`src/logic/dtc_pkg.sv`:
```
`default_nettype none
package dtc_pkg;
    localparam int ADDR_W = 12;
    localparam int DATA_W = 32;
    localparam int NTMR   = 2;

    // Register indices; byte address is four times the index
    localparam logic [7:0] IDX_CTRL  = 8'h88;
    localparam logic [7:0] IDX_MODE  = 8'h89;
    localparam logic [7:0] IDX_TL0   = 8'h8a;
    localparam logic [7:0] IDX_TL1   = 8'h8b;
    localparam logic [7:0] IDX_TH0   = 8'h8c;
    localparam logic [7:0] IDX_TH1   = 8'h8d;
    localparam logic [7:0] IDX_CKDIV = 8'h8e;
    localparam logic [7:0] IDX_ISTAT = 8'h90;
    localparam logic [7:0] IDX_IMASK = 8'h91;
    localparam logic [7:0] IDX_CKSPD = 8'h96;
    localparam logic [7:0] IDX_PWR   = 8'h97;

    // Field positions
    localparam int CTRL_RUN_LSB  = 4;
    localparam int CTRL_FLAG_LSB = 5;
    localparam int MODE_STRIDE   = 4;
    localparam int MODE_CT       = 2;
    localparam int MODE_GATE     = 3;
    localparam int CK_SEL_LSB    = 3;
    localparam int PWR_DIV_LSB   = 6;

    localparam logic [7:0] RST_BYTE     = 8'h00;
    localparam logic [1:0] RST_ISTAT    = 2'h0;
    localparam logic [3:0] EDGE_PATTERN = 4'hc;
    localparam logic [1:0] PWR_DIV_1024 = 2'h3;
    localparam logic [1:0] RESP_OKAY    = 2'h0;
    localparam logic [1:0] RESP_SLVERR  = 2'h2;

    // Clock counts per timer tick
    localparam int TICK_W        = 12;
    localparam int DIV_FAST      = 1;
    localparam int DIV_QUARTER   = 4;
    localparam int DIV_STD       = 12;
    localparam int DIV_PM_SEL    = 1024;
    localparam int DIV_PM_SLOW   = 3072;

    typedef enum logic [1:0] {
        MODE_13     = 2'b00,
        MODE_16     = 2'b01,
        MODE_RELOAD = 2'b10,
        MODE_STOP   = 2'b11
    } dtc_mode_t;

    typedef struct packed {
        logic [1:0] pwr_div;
        logic       fast_sel;
        logic       div_sel;
    } dtc_tcfg_t;
endpackage
`default_nettype wire

```
`src/logic/dtc_tick.sv`:
```
`default_nettype none
module dtc_tick #(
    parameter int CNT_W = dtc_pkg::TICK_W
) (
    input  wire logic              i_clk,
    input  wire logic              i_nrst,
    input  wire dtc_pkg::dtc_tcfg_t i_cfg,
    output logic                   o_tick
);
    logic [CNT_W-1:0] cnt_r;
    logic [CNT_W-1:0] last;

    // Period pick; power state takes precedence, and the select bits then choose 1024 or 3072 clocks
    always_comb begin
        if (i_cfg.pwr_div == dtc_pkg::PWR_DIV_1024) begin
            last = (i_cfg.fast_sel || i_cfg.div_sel)
                 ? CNT_W'(dtc_pkg::DIV_PM_SEL - 1)
                 : CNT_W'(dtc_pkg::DIV_PM_SLOW - 1);
        end else if (i_cfg.fast_sel) begin
            last = CNT_W'(dtc_pkg::DIV_FAST - 1);
        end else if (i_cfg.div_sel) begin
            last = CNT_W'(dtc_pkg::DIV_QUARTER - 1);
        end else begin
            last = CNT_W'(dtc_pkg::DIV_STD - 1);
        end
    end

    // Greater-or-equal so a shorter period never strands the count
    always_ff @(posedge i_clk or negedge i_nrst) begin
        if (!i_nrst) begin
            cnt_r <= '0;
        end else if (cnt_r >= last) begin
            cnt_r <= '0;
        end else begin
            cnt_r <= cnt_r + CNT_W'(1);
        end
    end

    assign o_tick = (cnt_r >= last);
endmodule // dtc_tick
`default_nettype wire

```
`src/logic/dtc_top.sv`:
```
`default_nettype none
module dtc_top (
    input  wire logic                       i_clk,
    input  wire logic                       i_nrst,
    input  wire logic                       i_awvalid,
    output logic                            o_awready,
    input  wire logic [dtc_pkg::ADDR_W-1:0] i_awaddr,
    input  wire logic                       i_wvalid,
    output logic                            o_wready,
    input  wire logic [dtc_pkg::DATA_W-1:0] i_wdata,
    input  wire logic [3:0]                 i_wstrb,
    output logic                            o_bvalid,
    input  wire logic                       i_bready,
    output logic [1:0]                      o_bresp,
    input  wire logic                       i_arvalid,
    output logic                            o_arready,
    input  wire logic [dtc_pkg::ADDR_W-1:0] i_araddr,
    output logic                            o_rvalid,
    input  wire logic                       i_rready,
    output logic [dtc_pkg::DATA_W-1:0]      o_rdata,
    output logic [1:0]                      o_rresp,
    input  wire logic                       i_first_gate_pin,
    input  wire logic                       i_second_gate_pin,
    input  wire logic                       i_first_count_pin,
    input  wire logic                       i_second_count_pin,
    input  wire logic [1:0]                 i_ovf_ack,
    output logic [1:0]                      o_ovf_flag,
    output logic                            o_irq
);
    localparam int N = dtc_pkg::NTMR;

    // Register file
    logic [7:0] ctrl_r, mode_r, ckdiv_r, ckspd_r, pwr_r;
    logic [1:0] istat_r, imask_r;
    logic [7:0] tl_r [N];
    logic [7:0] th_r [N];

    // Bus state
    logic                       aw_held_r, w_held_r, bvalid_r, rvalid_r;
    logic [dtc_pkg::ADDR_W-1:0] awaddr_r;
    logic [7:0]                 wdata_r;
    logic                       wstrb_r;
    logic [1:0]                 bresp_r, rresp_r;
    logic [7:0]                 rdata_r;

    // Per-timer signals
    logic [N-1:0] gate_pin, count_pin, run, inc, ovf, tick;
    logic [3:0]   hist_r [N];
    logic [7:0]   tl_nxt [N];
    logic [7:0]   th_nxt [N];
    dtc_pkg::dtc_mode_t mode [N];
    dtc_pkg::dtc_tcfg_t tcfg [N];

    // Index decode shared by read and write paths
    function automatic logic [8:0] dtc_decode(input logic [dtc_pkg::ADDR_W-1:0] a);
        dtc_decode = {(a[1:0] == 2'h0) && (a[11:10] == 2'h0), a[9:2]};
    endfunction

    assign gate_pin  = {i_second_gate_pin, i_first_gate_pin};
    assign count_pin = {i_second_count_pin, i_first_count_pin};

    // Write channel; address and data accepted in either order
    logic       aw_hs, w_hs, do_wr;
    logic [8:0] wdec;
    logic [dtc_pkg::ADDR_W-1:0] wr_addr;
    logic [7:0] wr_data;
    logic       wr_en;
    assign o_awready = !aw_held_r && !bvalid_r;
    assign o_wready  = !w_held_r && !bvalid_r;
    assign aw_hs     = i_awvalid && o_awready;
    assign w_hs      = i_wvalid && o_wready;
    assign do_wr     = (aw_held_r || aw_hs) && (w_held_r || w_hs);
    assign wr_addr   = aw_held_r ? awaddr_r : i_awaddr;
    assign wr_data   = w_held_r ? wdata_r : i_wdata[7:0];
    assign wr_en     = w_held_r ? wstrb_r : i_wstrb[0];
    assign wdec      = dtc_decode(wr_addr);

    // Write strobes per register
    logic wr_ctrl, wr_mode, wr_ckdiv, wr_ckspd, wr_pwr, wr_imask, wr_hit;
    logic [N-1:0] wr_tl, wr_th;
    always_comb begin
        {wr_ctrl, wr_mode, wr_ckdiv, wr_ckspd, wr_pwr, wr_imask} = '0;
        wr_tl    = '0;
        wr_th    = '0;
        wr_hit   = wdec[8];
        if (!wdec[8]) begin
            wr_hit = 1'b0;
        end else if (wdec[7:0] == dtc_pkg::IDX_CTRL) begin
            wr_ctrl = 1'b1;
        end else if (wdec[7:0] == dtc_pkg::IDX_MODE) begin
            wr_mode = 1'b1;
        end else if (wdec[7:0] == dtc_pkg::IDX_TL0) begin
            wr_tl[0] = 1'b1;
        end else if (wdec[7:0] == dtc_pkg::IDX_TL1) begin
            wr_tl[1] = 1'b1;
        end else if (wdec[7:0] == dtc_pkg::IDX_TH0) begin
            wr_th[0] = 1'b1;
        end else if (wdec[7:0] == dtc_pkg::IDX_TH1) begin
            wr_th[1] = 1'b1;
        end else if (wdec[7:0] == dtc_pkg::IDX_CKDIV) begin
            wr_ckdiv = 1'b1;
        end else if (wdec[7:0] == dtc_pkg::IDX_CKSPD) begin
            wr_ckspd = 1'b1;
        end else if (wdec[7:0] == dtc_pkg::IDX_PWR) begin
            wr_pwr = 1'b1;
        end else if (wdec[7:0] == dtc_pkg::IDX_IMASK) begin
            wr_imask = 1'b1;
        end else if (wdec[7:0] == dtc_pkg::IDX_ISTAT) begin
            wr_hit = 1'b1; // Read-to-clear only; writes ignored
        end else begin
            wr_hit = 1'b0;
        end
        if (!(do_wr && wr_en)) begin
            {wr_ctrl, wr_mode, wr_ckdiv, wr_ckspd, wr_pwr, wr_imask} = '0;
            wr_tl = '0;
            wr_th = '0;
        end
    end

    // Write channel holding and response
    always_ff @(posedge i_clk or negedge i_nrst) begin
        if (!i_nrst) begin
            aw_held_r <= 1'b0;
            w_held_r  <= 1'b0;
            awaddr_r  <= '0;
            wdata_r   <= dtc_pkg::RST_BYTE;
            wstrb_r   <= 1'b0;
            bvalid_r  <= 1'b0;
            bresp_r   <= dtc_pkg::RESP_OKAY;
        end else begin
            if (aw_hs) awaddr_r <= i_awaddr;
            if (w_hs) begin
                wdata_r <= i_wdata[7:0];
                wstrb_r <= i_wstrb[0];
            end
            if (do_wr) begin
                aw_held_r <= 1'b0;
                w_held_r  <= 1'b0;
                bvalid_r  <= 1'b1;
                bresp_r   <= wr_hit ? dtc_pkg::RESP_OKAY : dtc_pkg::RESP_SLVERR;
            end else begin
                aw_held_r <= aw_held_r || aw_hs;
                w_held_r  <= w_held_r || w_hs;
                if (i_bready) begin
                    bvalid_r <= 1'b0;
                end
            end
        end
    end
    assign o_bvalid = bvalid_r;
    assign o_bresp  = bresp_r;

    // Read mux
    logic       ar_hs, rd_hit;
    logic [8:0] rdec;
    logic [7:0] rd_val;
    assign o_arready = !rvalid_r;
    assign ar_hs     = i_arvalid && o_arready;
    assign rdec      = dtc_decode(i_araddr);
    always_comb begin
        rd_val = dtc_pkg::RST_BYTE;
        rd_hit = 1'b1;
        if (!rdec[8]) begin
            rd_hit = 1'b0;
        end else if (rdec[7:0] == dtc_pkg::IDX_CTRL) begin
            rd_val = ctrl_r;
        end else if (rdec[7:0] == dtc_pkg::IDX_MODE) begin
            rd_val = mode_r;
        end else if (rdec[7:0] == dtc_pkg::IDX_TL0) begin
            rd_val = tl_r[0];
        end else if (rdec[7:0] == dtc_pkg::IDX_TL1) begin
            rd_val = tl_r[1];
        end else if (rdec[7:0] == dtc_pkg::IDX_TH0) begin
            rd_val = th_r[0];
        end else if (rdec[7:0] == dtc_pkg::IDX_TH1) begin
            rd_val = th_r[1];
        end else if (rdec[7:0] == dtc_pkg::IDX_CKDIV) begin
            rd_val = ckdiv_r;
        end else if (rdec[7:0] == dtc_pkg::IDX_CKSPD) begin
            rd_val = ckspd_r;
        end else if (rdec[7:0] == dtc_pkg::IDX_PWR) begin
            rd_val = pwr_r;
        end else if (rdec[7:0] == dtc_pkg::IDX_ISTAT) begin
            rd_val = {6'h00, istat_r};
        end else if (rdec[7:0] == dtc_pkg::IDX_IMASK) begin
            rd_val = {6'h00, imask_r};
        end else begin
            rd_hit = 1'b0;
        end
    end

    // Read response, one cycle after address taken
    always_ff @(posedge i_clk or negedge i_nrst) begin
        if (!i_nrst) begin
            rvalid_r <= 1'b0;
            rdata_r  <= dtc_pkg::RST_BYTE;
            rresp_r  <= dtc_pkg::RESP_OKAY;
        end else if (ar_hs) begin
            rvalid_r <= 1'b1;
            rdata_r  <= rd_val;
            rresp_r  <= rd_hit ? dtc_pkg::RESP_OKAY : dtc_pkg::RESP_SLVERR;
        end else if (i_rready) begin
            rvalid_r <= 1'b0;
        end
    end
    assign o_rvalid = rvalid_r;
    assign o_rdata  = {24'h000000, rdata_r};
    assign o_rresp  = rresp_r;

    // Plain configuration registers
    always_ff @(posedge i_clk or negedge i_nrst) begin
        if (!i_nrst) begin
            mode_r  <= dtc_pkg::RST_BYTE;
            ckdiv_r <= dtc_pkg::RST_BYTE;
            ckspd_r <= dtc_pkg::RST_BYTE;
            pwr_r   <= dtc_pkg::RST_BYTE;
            imask_r <= dtc_pkg::RST_ISTAT;
        end else begin
            if (wr_mode)  mode_r  <= wr_data;
            if (wr_ckdiv) ckdiv_r <= wr_data;
            if (wr_ckspd) ckspd_r <= wr_data;
            if (wr_pwr)   pwr_r   <= wr_data;
            if (wr_imask) imask_r <= wr_data[1:0];
        end
    end
    // Per-timer control decode, time base and count-pin filter
    for (genvar n = 0; n < N; n++) begin : g_tmr
        assign mode[n] = dtc_pkg::dtc_mode_t'(mode_r[n*dtc_pkg::MODE_STRIDE +: 2]);
        assign run[n]  = ctrl_r[dtc_pkg::CTRL_RUN_LSB + 2*n];
        assign tcfg[n] = '{pwr_div:  pwr_r[dtc_pkg::PWR_DIV_LSB +: 2],
                           fast_sel: ckspd_r[dtc_pkg::CK_SEL_LSB + n],
                           div_sel:  ckdiv_r[dtc_pkg::CK_SEL_LSB + n]};
        dtc_tick u_tick (
            .i_clk  (i_clk),
            .i_nrst (i_nrst),
            .i_cfg  (tcfg[n]),
            .o_tick (tick[n])
        );
        // Two high then two low samples make one count
        always_ff @(posedge i_clk or negedge i_nrst) begin
            if (!i_nrst) begin
                hist_r[n] <= 4'h0;
            end else begin
                hist_r[n] <= {hist_r[n][2:0], count_pin[n]};
            end
        end
        // Gate qualifies run; source is tick or filtered pin edge
        assign inc[n] = run[n]
            && (!mode_r[n*dtc_pkg::MODE_STRIDE + dtc_pkg::MODE_GATE] || gate_pin[n])
            && (mode_r[n*dtc_pkg::MODE_STRIDE + dtc_pkg::MODE_CT]
                ? (hist_r[n] == dtc_pkg::EDGE_PATTERN) : tick[n]);
    end

    // Next count per mode
    always_comb begin
        logic [12:0] c13;
        logic [15:0] c16;
        c13 = '0;
        c16 = '0;
        for (int n = 0; n < N; n++) begin
            tl_nxt[n] = tl_r[n];
            th_nxt[n] = th_r[n];
            ovf[n]    = 1'b0;
            c13 = {th_r[n], tl_r[n][4:0]} + 13'h0001;
            c16 = {th_r[n], tl_r[n]} + 16'h0001;
            case (mode[n])
                dtc_pkg::MODE_13: begin
                    {th_nxt[n], tl_nxt[n][4:0]} = c13;
                    ovf[n] = (c13 == 13'h0000);
                end
                dtc_pkg::MODE_16: begin
                    {th_nxt[n], tl_nxt[n]} = c16;
                    ovf[n] = (c16 == 16'h0000);
                end
                dtc_pkg::MODE_RELOAD: begin
                    ovf[n]    = (tl_r[n] == 8'hff);
                    tl_nxt[n] = ovf[n] ? th_r[n] : tl_r[n] + 8'h01;
                end
                default: begin
                    ovf[n] = 1'b0; // Stopped mode holds its value
                end
            endcase
            ovf[n] = ovf[n] && inc[n];
        end
    end

    // Count bytes; a software write beats a same-cycle count
    always_ff @(posedge i_clk or negedge i_nrst) begin
        if (!i_nrst) begin
            for (int n = 0; n < N; n++) begin
                tl_r[n] <= dtc_pkg::RST_BYTE;
                th_r[n] <= dtc_pkg::RST_BYTE;
            end
        end else begin
            for (int n = 0; n < N; n++) begin
                if (inc[n]) begin
                    tl_r[n] <= tl_nxt[n];
                    th_r[n] <= th_nxt[n];
                end
                if (wr_tl[n]) tl_r[n] <= wr_data;
                if (wr_th[n]) th_r[n] <= wr_data;
            end
        end
    end

    // Control flags; hardware set wins over write or acknowledge
    always_ff @(posedge i_clk or negedge i_nrst) begin
        if (!i_nrst) begin
            ctrl_r <= dtc_pkg::RST_BYTE;
        end else begin
            if (wr_ctrl) ctrl_r <= wr_data;
            for (int n = 0; n < N; n++) begin
                if (i_ovf_ack[n]) ctrl_r[dtc_pkg::CTRL_FLAG_LSB + 2*n] <= 1'b0;
                if (ovf[n]) ctrl_r[dtc_pkg::CTRL_FLAG_LSB + 2*n] <= 1'b1;
            end
        end
    end

    // Sticky interrupt status, cleared by reading it
    logic rd_istat;
    assign rd_istat = ar_hs && rdec[8] && rdec[7:0] == dtc_pkg::IDX_ISTAT;
    always_ff @(posedge i_clk or negedge i_nrst) begin
        if (!i_nrst) begin
            istat_r <= dtc_pkg::RST_ISTAT;
        end else begin
            istat_r <= (rd_istat ? 2'h0 : istat_r) | ovf;
        end
    end

    assign o_ovf_flag = {ctrl_r[dtc_pkg::CTRL_FLAG_LSB + 2], ctrl_r[dtc_pkg::CTRL_FLAG_LSB]};
    assign o_irq      = |(istat_r & imask_r);

    for (genvar n = 0; n < N; n++) begin : g_ast

    end
endmodule // dtc_top
`default_nettype wire

```
`config.mk`:
```
export PLATFORM = sky130hd
export DESIGN_NAME = dtc_top
export DESIGN_NICKNAME = d
export VERILOG_FILES = /design/src/logic/dtc_pkg.sv /design/src/logic/dtc_tick.sv /design/src/logic/dtc_top.sv
export SDC_FILE = /design/constraint.sdc
export NUM_CORES = 1
export LEC_CHECK = 0
export ABC_AREA = 1
export ABC_CLOCK_PERIOD_IN_PS = 2700
export BUFFER_PORTS_ARGS = -buffer_cell sky130_fd_sc_hd__buf_2
export CELL_PAD_IN_SITES_DETAIL_PLACEMENT = 2
export CELL_PAD_IN_SITES_GLOBAL_PLACEMENT = 2
export CORE_MARGIN = 3
export CORE_UTILIZATION = 25
export DETAILED_ROUTE_END_ITERATION = 16
export PLACE_DENSITY_LB_ADDON = 0.15
export SETUP_SLACK_MARGIN = 0.5
export SYNTH_ARGS = -nofsm -noshare
export SYNTH_HDL_FRONTEND = slang
export SYNTH_SLANG_ARGS = --single-unit
```
`constraint.sdc`:
```
create_clock -name i_clk -period 2.7 [get_ports i_clk]
set_input_delay 0.405 -clock i_clk [delete_from_list [all_inputs] [get_ports i_clk]]
set_output_delay 0.405 -clock i_clk [all_outputs]
set_load 0.02 [all_outputs]
```
* Word-level counts from Yosys, hierarchy flattened
Cells that the tools add are included.
** Storage, ports and cells
- Word-level logic and storage cells :: 280
- Bits in registers :: 145
- Input bits :: 73
- Output and inout bits :: 44
** Operators by class
- Add/sub/neg operators :: 8
- Equality and inequality tests :: 31
- Order comparisons :: 2
- Multiplexer cells :: 148
- Reduce and logical (&&, ||, !) cells :: 60
- Bitwise logic cells :: 2
** Operators by type and width (number)
- == test 8 bit, second input constant :: 24
- 2-to-1 mux 8 bit :: 22
- 2-to-1 mux 12 bit :: 9
- 2-to-1 mux 1 bit :: 92
- adder 16 x 1 -> 16 bit, second input constant :: 2
- logical NOT 16 bit :: 2
- one-hot mux 8 bit (2 select lines) :: 2
- 2-to-1 mux 2 bit :: 15
- one-hot mux 5 bit (3 select lines) :: 2
- adder 13 x 1 -> 13 bit, second input constant :: 2
- logical NOT 13 bit :: 2
- adder 12 x 1 -> 12 bit, second input constant :: 2
- greater-or-equal comparator 12 bit :: 2
- nonzero test 3 bit :: 6
- logical AND 1 bit :: 17
- adder 8 x 1 -> 8 bit, second input constant :: 2
- logical NOT 2 bit :: 6
- one-hot mux 3 bit (2 select lines) :: 2
- AND reduction 2 bit :: 6
- nonzero test 2 bit :: 6
- == test 4 bit, second input constant :: 2
- 2-to-1 mux 4 bit :: 2
- nonzero test 4 bit :: 2
- == test 2 bit, second input constant :: 3
- 7 further kinds :: 19

* Logic depth before layout (Yosys ltp)
- Word-level depth :: 15
- Mapped depth :: 17
- Depth with buffers taken out :: 16

* Modules after synthesis
A second synthesis with hierarchy kept.
** Second synthesis, totals
- Cells, all modules :: 1321
- Area, all modules :: 9670.5 µm²
** Modules (own cells, without submodules)
- dtc_top :: cells an instance 1097, sequential area each 2977.9 µm², area each 7908.8 µm², times used 1
- dtc_tick :: cells an instance 112, sequential area each 300.3 µm², area each 880.8 µm², times used 2

* Least setup slack after synthesis
No wires, ideal clock.
- Path type :: register -> register
- Start :: register pwr_r[6]
- End :: register th_r[14] (netlist name)
- Data required time :: 2.573 ns
- Library setup time :: 0.127 ns
- Arrival time :: 2.183 ns
- Period minus slack after synthesis :: 2.310 ns
- Path buffers :: 1
- Slack :: 0.390 ns
- Stages on the path, launching flop included :: 16
- Cell sequence :: dfrtp_1 nand2_1 inv_1 nand3_1 ha_1 a21oi_1 o21ai_0 a21oi_1 nand4_1 nand2_1 inv_1 nand2_1 nand2_2 buf_6 nand2_1 o21ai_0
** Between the ends
- Word-level cells in the longest chain between the ends :: 7
** Ends and longest elaborated chain
- from (decl) :: RTL line dtc_top.sv:33 : logic [7:0] ctrl_r, mode_r, ckdiv_r, ckspd_r, pwr_r;
- from (signal assigned) :: RTL line dtc_top.sv:216 : pwr_r <= dtc_pkg::RST_BYTE;
- from (signal assigned) :: RTL line dtc_top.sv:222 : if (wr_pwr) pwr_r <= wr_data;
- == test 2 bit :: RTL line dtc_tick.sv:15 : if (i_cfg.pwr_div == dtc_pkg::PWR_DIV_1024) begin
- 2-to-1 mux 12 bit :: RTL line dtc_tick.sv:15
- greater-or-equal comparator 12 bit :: RTL line dtc_tick.sv:39 : assign o_tick = (cnt_r >= last);
- 2-to-1 mux 1 bit :: RTL line dtc_top.sv:251 : ? (hist_r[n] == dtc_pkg::EDGE_PATTERN) : tick[n]);
- logical AND 1 bit :: RTL line dtc_top.sv:250 : && (mode_r[n*dtc_pkg::MODE_STRIDE + dtc_pkg::MODE_CT]
- nonzero test 2 bit (no line)
- AND reduction 2 bit (no line)
- to (signal, indexed assignment) :: RTL line dtc_top.sv:292 : th_r[n] <= dtc_pkg::RST_BYTE;
- to (signal, indexed assignment) :: RTL line dtc_top.sv:298 : th_r[n] <= th_nxt[n];
- to (signal, indexed assignment) :: RTL line dtc_top.sv:301 : if (wr_th[n]) th_r[n] <= wr_data;
- to (decl) :: RTL line dtc_top.sv:36 : logic [7:0] th_r [N];
Every way passes these cells.
A chain may end at the register's enable or synchronous reset.

* Worst setup path in the final report
- Start :: register pwr_r[6]
- End :: register tl_r[2] (netlist name)
** Between the ends
- Word-level cells in the longest chain between the ends :: 7
** Ends and longest elaborated chain
- == test 2 bit :: RTL line dtc_tick.sv:15
- 2-to-1 mux 12 bit :: RTL line dtc_tick.sv:15
- greater-or-equal comparator 12 bit :: RTL line dtc_tick.sv:39
- 2-to-1 mux 1 bit :: RTL line dtc_top.sv:251
- logical AND 1 bit :: RTL line dtc_top.sv:250
- nonzero test 2 bit (no line)
- AND reduction 2 bit (no line)
- to (signal, indexed assignment) :: RTL line dtc_top.sv:291 : tl_r[n] <= dtc_pkg::RST_BYTE;
- to (signal, indexed assignment) :: RTL line dtc_top.sv:297 : tl_r[n] <= tl_nxt[n];
- to (signal, indexed assignment) :: RTL line dtc_top.sv:300 : if (wr_tl[n]) tl_r[n] <= wr_data;
- to (decl) :: RTL line dtc_top.sv:35 : logic [7:0] tl_r [N];
Every way passes these cells.

==> results.json <==
{
  "power.share.clock": 0.311,
  "cp.arrival_ns": 2.55,
  "drive_above_1_share": 0.209,
  "slew_headroom": 0.522,
  "die_width_um": 204,
  "vias": 9685,
  "cts_tree": "done",
  "hold_viol": 0,
  "setup_violations": 0,
  "grt_pass1_wl_um": 60600,
  "antenna_found_initial": 1,
  "p_sw_frac": 0.398,
  "max-vdd-ir-drop_mv": 0.434,
  "htree_num_levels": 4,
  "cp-startpoint": "pwr_r[6]",
  "antenna_cells": 0,
  "clockBufferDepth": 2,
  "place_ws_ns": -0.00156,
  "internal-power_mw": 4.39,
  "drtPass1Iterations": 5,
  "yosysUniqueCellTypes": 52,
  "initial_utilization": 0.256,
  "hold_path.startpoint": "i_first_count_pin",
  "ys_seq_area_frac": 0.366,
  "cap_violations": 0,
  "synth.most_common_cell": "nand2_1",
  "fp-row-count": 71,
  "path_class": "reg -> reg",
  "rsz0062_at_grt": "true",
  "grtUsageTotal": 0.189,
  "die_area_sq_um": 41500,
  "postSynthCellCount": 1376,
  "path_clk_slew_ns": 0.07,
  "cts_root_buf": "clkbuf_16",
  "dr.first_iter.drc_count": 424,
  "timing.critical_path.from_type": "flip-flop",
  "postRouteAntennaNets": 0,
  "final_core_util": 0.320,
  "grtUsageMet1": 0.261,
  "skew_ns": 0.0139,
  "synth_top_area_cell": "dfrtp_1",
  "drc": 0,
  "yosysTopAreaCellShare": 0.366,
  "grt_pass1_vias": 10400,
  "area_growth_pct": 25.0,
  "post-dp-hpwl_um": 28800,
  "grt.busiest_layer": "met2",
  "clk_latency_ns": 0.45,
  "p_comb_frac": 0.320,
  "pwr-share-seq": 0.369,
  "synth_top_flop_cell": "dfrtp_1",
  "drt-total-wl_um": 38500,
  "slew_violations": 0,
  "crit_chain": "nand2_4, buf_12, ha_1, a21oi_1, or2_2, nand2_2, a21oi_2, nand4_1, nand2_2, nand2_4, buf_4, nand3_1, nand2_1",
  "tightestPinTransition_ns": 0.716,
  "gr-total-overflow": 0,
  "status": "complete, no violations",
  "syn_area_sq_um": 9770,
  "worstHoldPathType": "in -> reg",
  "syn_avg_cell_area_sq_um": 7.10,
  "cts_sinks": 143,
  "io_pins": 117,
  "leakage_nw": 5.78,
  "worstPathRequired_ns": 3.03,
  "final.setup.worst_slack_ns": 0.479,
  "yosysWarnings": 0,
  "async_flop_share": 1.00,
  "gp_congestion": 0.824,
  "max_freq_mhz": 450,
  "timing.final.crit_share": 0.823,
  "fin_crit_ns": 2.22,
  "critPathMaxFanout": 7,
  "core_sq_um": 38100,
  "grtUsageMet2": 0.315,
  "reg2reg_from": "pwr_r[6]",
  "p_sw_mw": 2.91,
  "die_h_um": 204,
  "viasPerCell": 4.78,
  "synth.area.top_cells": "dfrtp_1 (37%), nand2_1 (15%), o21ai_0 (6.5%), inv_1 (6.0%), nand3_1 (4.8%)",
  "io_buffers": 63,
  "synth_edf_count": 0,
  "synth_seq_cells": 143,
  "critPathMaxStageDelay_ns": 0.39,
  "nets": 1608,
  "cts_made_buffers": 17,
  "routedWlPerCell_um": 19.0,
  "power_density_nw_per_um2": 598,
  "critPathSlowestCell": "dfrtp_1",
  "power_mw": 7.29,
  "fin_cells": 2025,
  "dp.cells": 1968,
  "hold_ws_ns": 0.0636,
  "synthTopCellsByCount": "nand2_1 (395), inv_1 (155), dfrtp_1 (143), o21ai_0 (127), nor2_1 (118)",
  "grt_max_degree": 68,
  "grt_use_met3": 0.0273,
  "endpoint_kind": "flip-flop"
}
critical path: cells and delay by family, from the launching register on:
kind            cells  cell delay (ns)
flops               1             0.39
simple gates        8             0.83
compound gates      2             0.27
fa+ha+maj           1             0.29
buf+inv             2             0.33
path summary, 6_finish.rpt:
kind	cells past startpoint	slack [ns]	end
max in group asynchronous	3	1.40	tl_r[5]
hold / removal	1	0.06	hist_r[4]
hold reg to reg	0	0.37	hist_r[7]
min in group asynchronous	2	0.46	awaddr_r[10]
setup / recovery	13	0.48	tl_r[2]
setup reg to reg	13	0.48	tl_r[2]
layer usage:
layer,routed length [um],up-vias
met2,18300,139
met3,1170,20
met1,18700,4828
li1,-,4698
met5,0,-
met4,337,0
layout by cell type (no fill, tap or decap), types with 5 or more instances in the layout:
master / instances
a21oi_1: 39
buf_2: 62
buf_4: 59
buf_6: 6
clkbuf_16: 18
conb_1: 26
dfrtp_1: 130
dfrtp_2: 13
ha_1: 26
ha_4: 8
inv_1: 147
inv_2: 6
mux2_2: 7
nand2_1: 378
nand2_2: 14
nand2_4: 12
nand2_8: 7
nand3_1: 83
nand3_2: 7
nand3_4: 7
nand3b_1: 5
nand4_1: 23
nor2_1: 104
nor2_2: 14
nor2_4: 10
nor3_1: 12
nor3_2: 8
nor3b_1: 8
o211ai_1: 20
o21ai_0: 109
o21ai_1: 44
o21ai_2: 12
o22ai_1: 5
or2_2: 5
xor2_1: 18
cell families after synthesis:
logic type / after synthesis / synth area share
compound gates: 246 / 0.141
buf+inv: 214 / 0.0989
fa+ha+maj: 34 / 0.0436
other cells: 1 / 0.000384
simple gates: 706 / 0.319
mux: 8 / 0.00910
xor+xnor: 24 / 0.0215
flops: 143 / 0.366
registers in the layout (all words and copies together) (netlist names), 2 cells and up:
name	cells
tl_r	16
istat_r	2
pwr_r	8
mode_r	8
imask_r	2
ckdiv_r	8
th_r	16
g_tmr.u_tick.cnt_r	24
hist_r	8
rdata_r	8
ckspd_r	8
awaddr_r	12
ctrl_r	8
wdata_r	8
stage by stage:
step                instance area, sq um  setup TNS (ns)
floorplan                           9860               0
global placement                   10800               0
detailed placement                 10800        -0.00156
CTS                                11600               0
global route                       12200               0
finish                             12200               0
timing repair:
action / CTS / global route
endpoints found under the hold margin: 47 / 0
cloned: 1 / 3
resized for setup: 41 / 120
setup buffers: 8 / 12
hold buffers: 1 / 0
endpoints found under the setup margin: 63 / 85
pin swaps: 1 / 28
power by group through the flow:
stage / sequential (mW) / clock [mW] / combinational [mW]
after floorplan: 2.63 / 0 / 1.39
after global placement: 2.70 / 0 / 2.12
after detailed placement: 2.72 / 0 / 2.19
after CTS: 2.68 / 2.36 / 2.25
after global routing: 2.74 / 2.45 / 2.65
final: 2.69 / 2.27 / 2.33
final cells by class:
type	count	area, sq um
multi-input cells	1047	5890
clock inverters	11	83.8
repair buffers	133	936
fillers	4495	25900
flip-flops and latches	143	3590
inverters	159	614
clock buffers	21	450
well taps	511	639
Power figures use the tool's default switching activity.
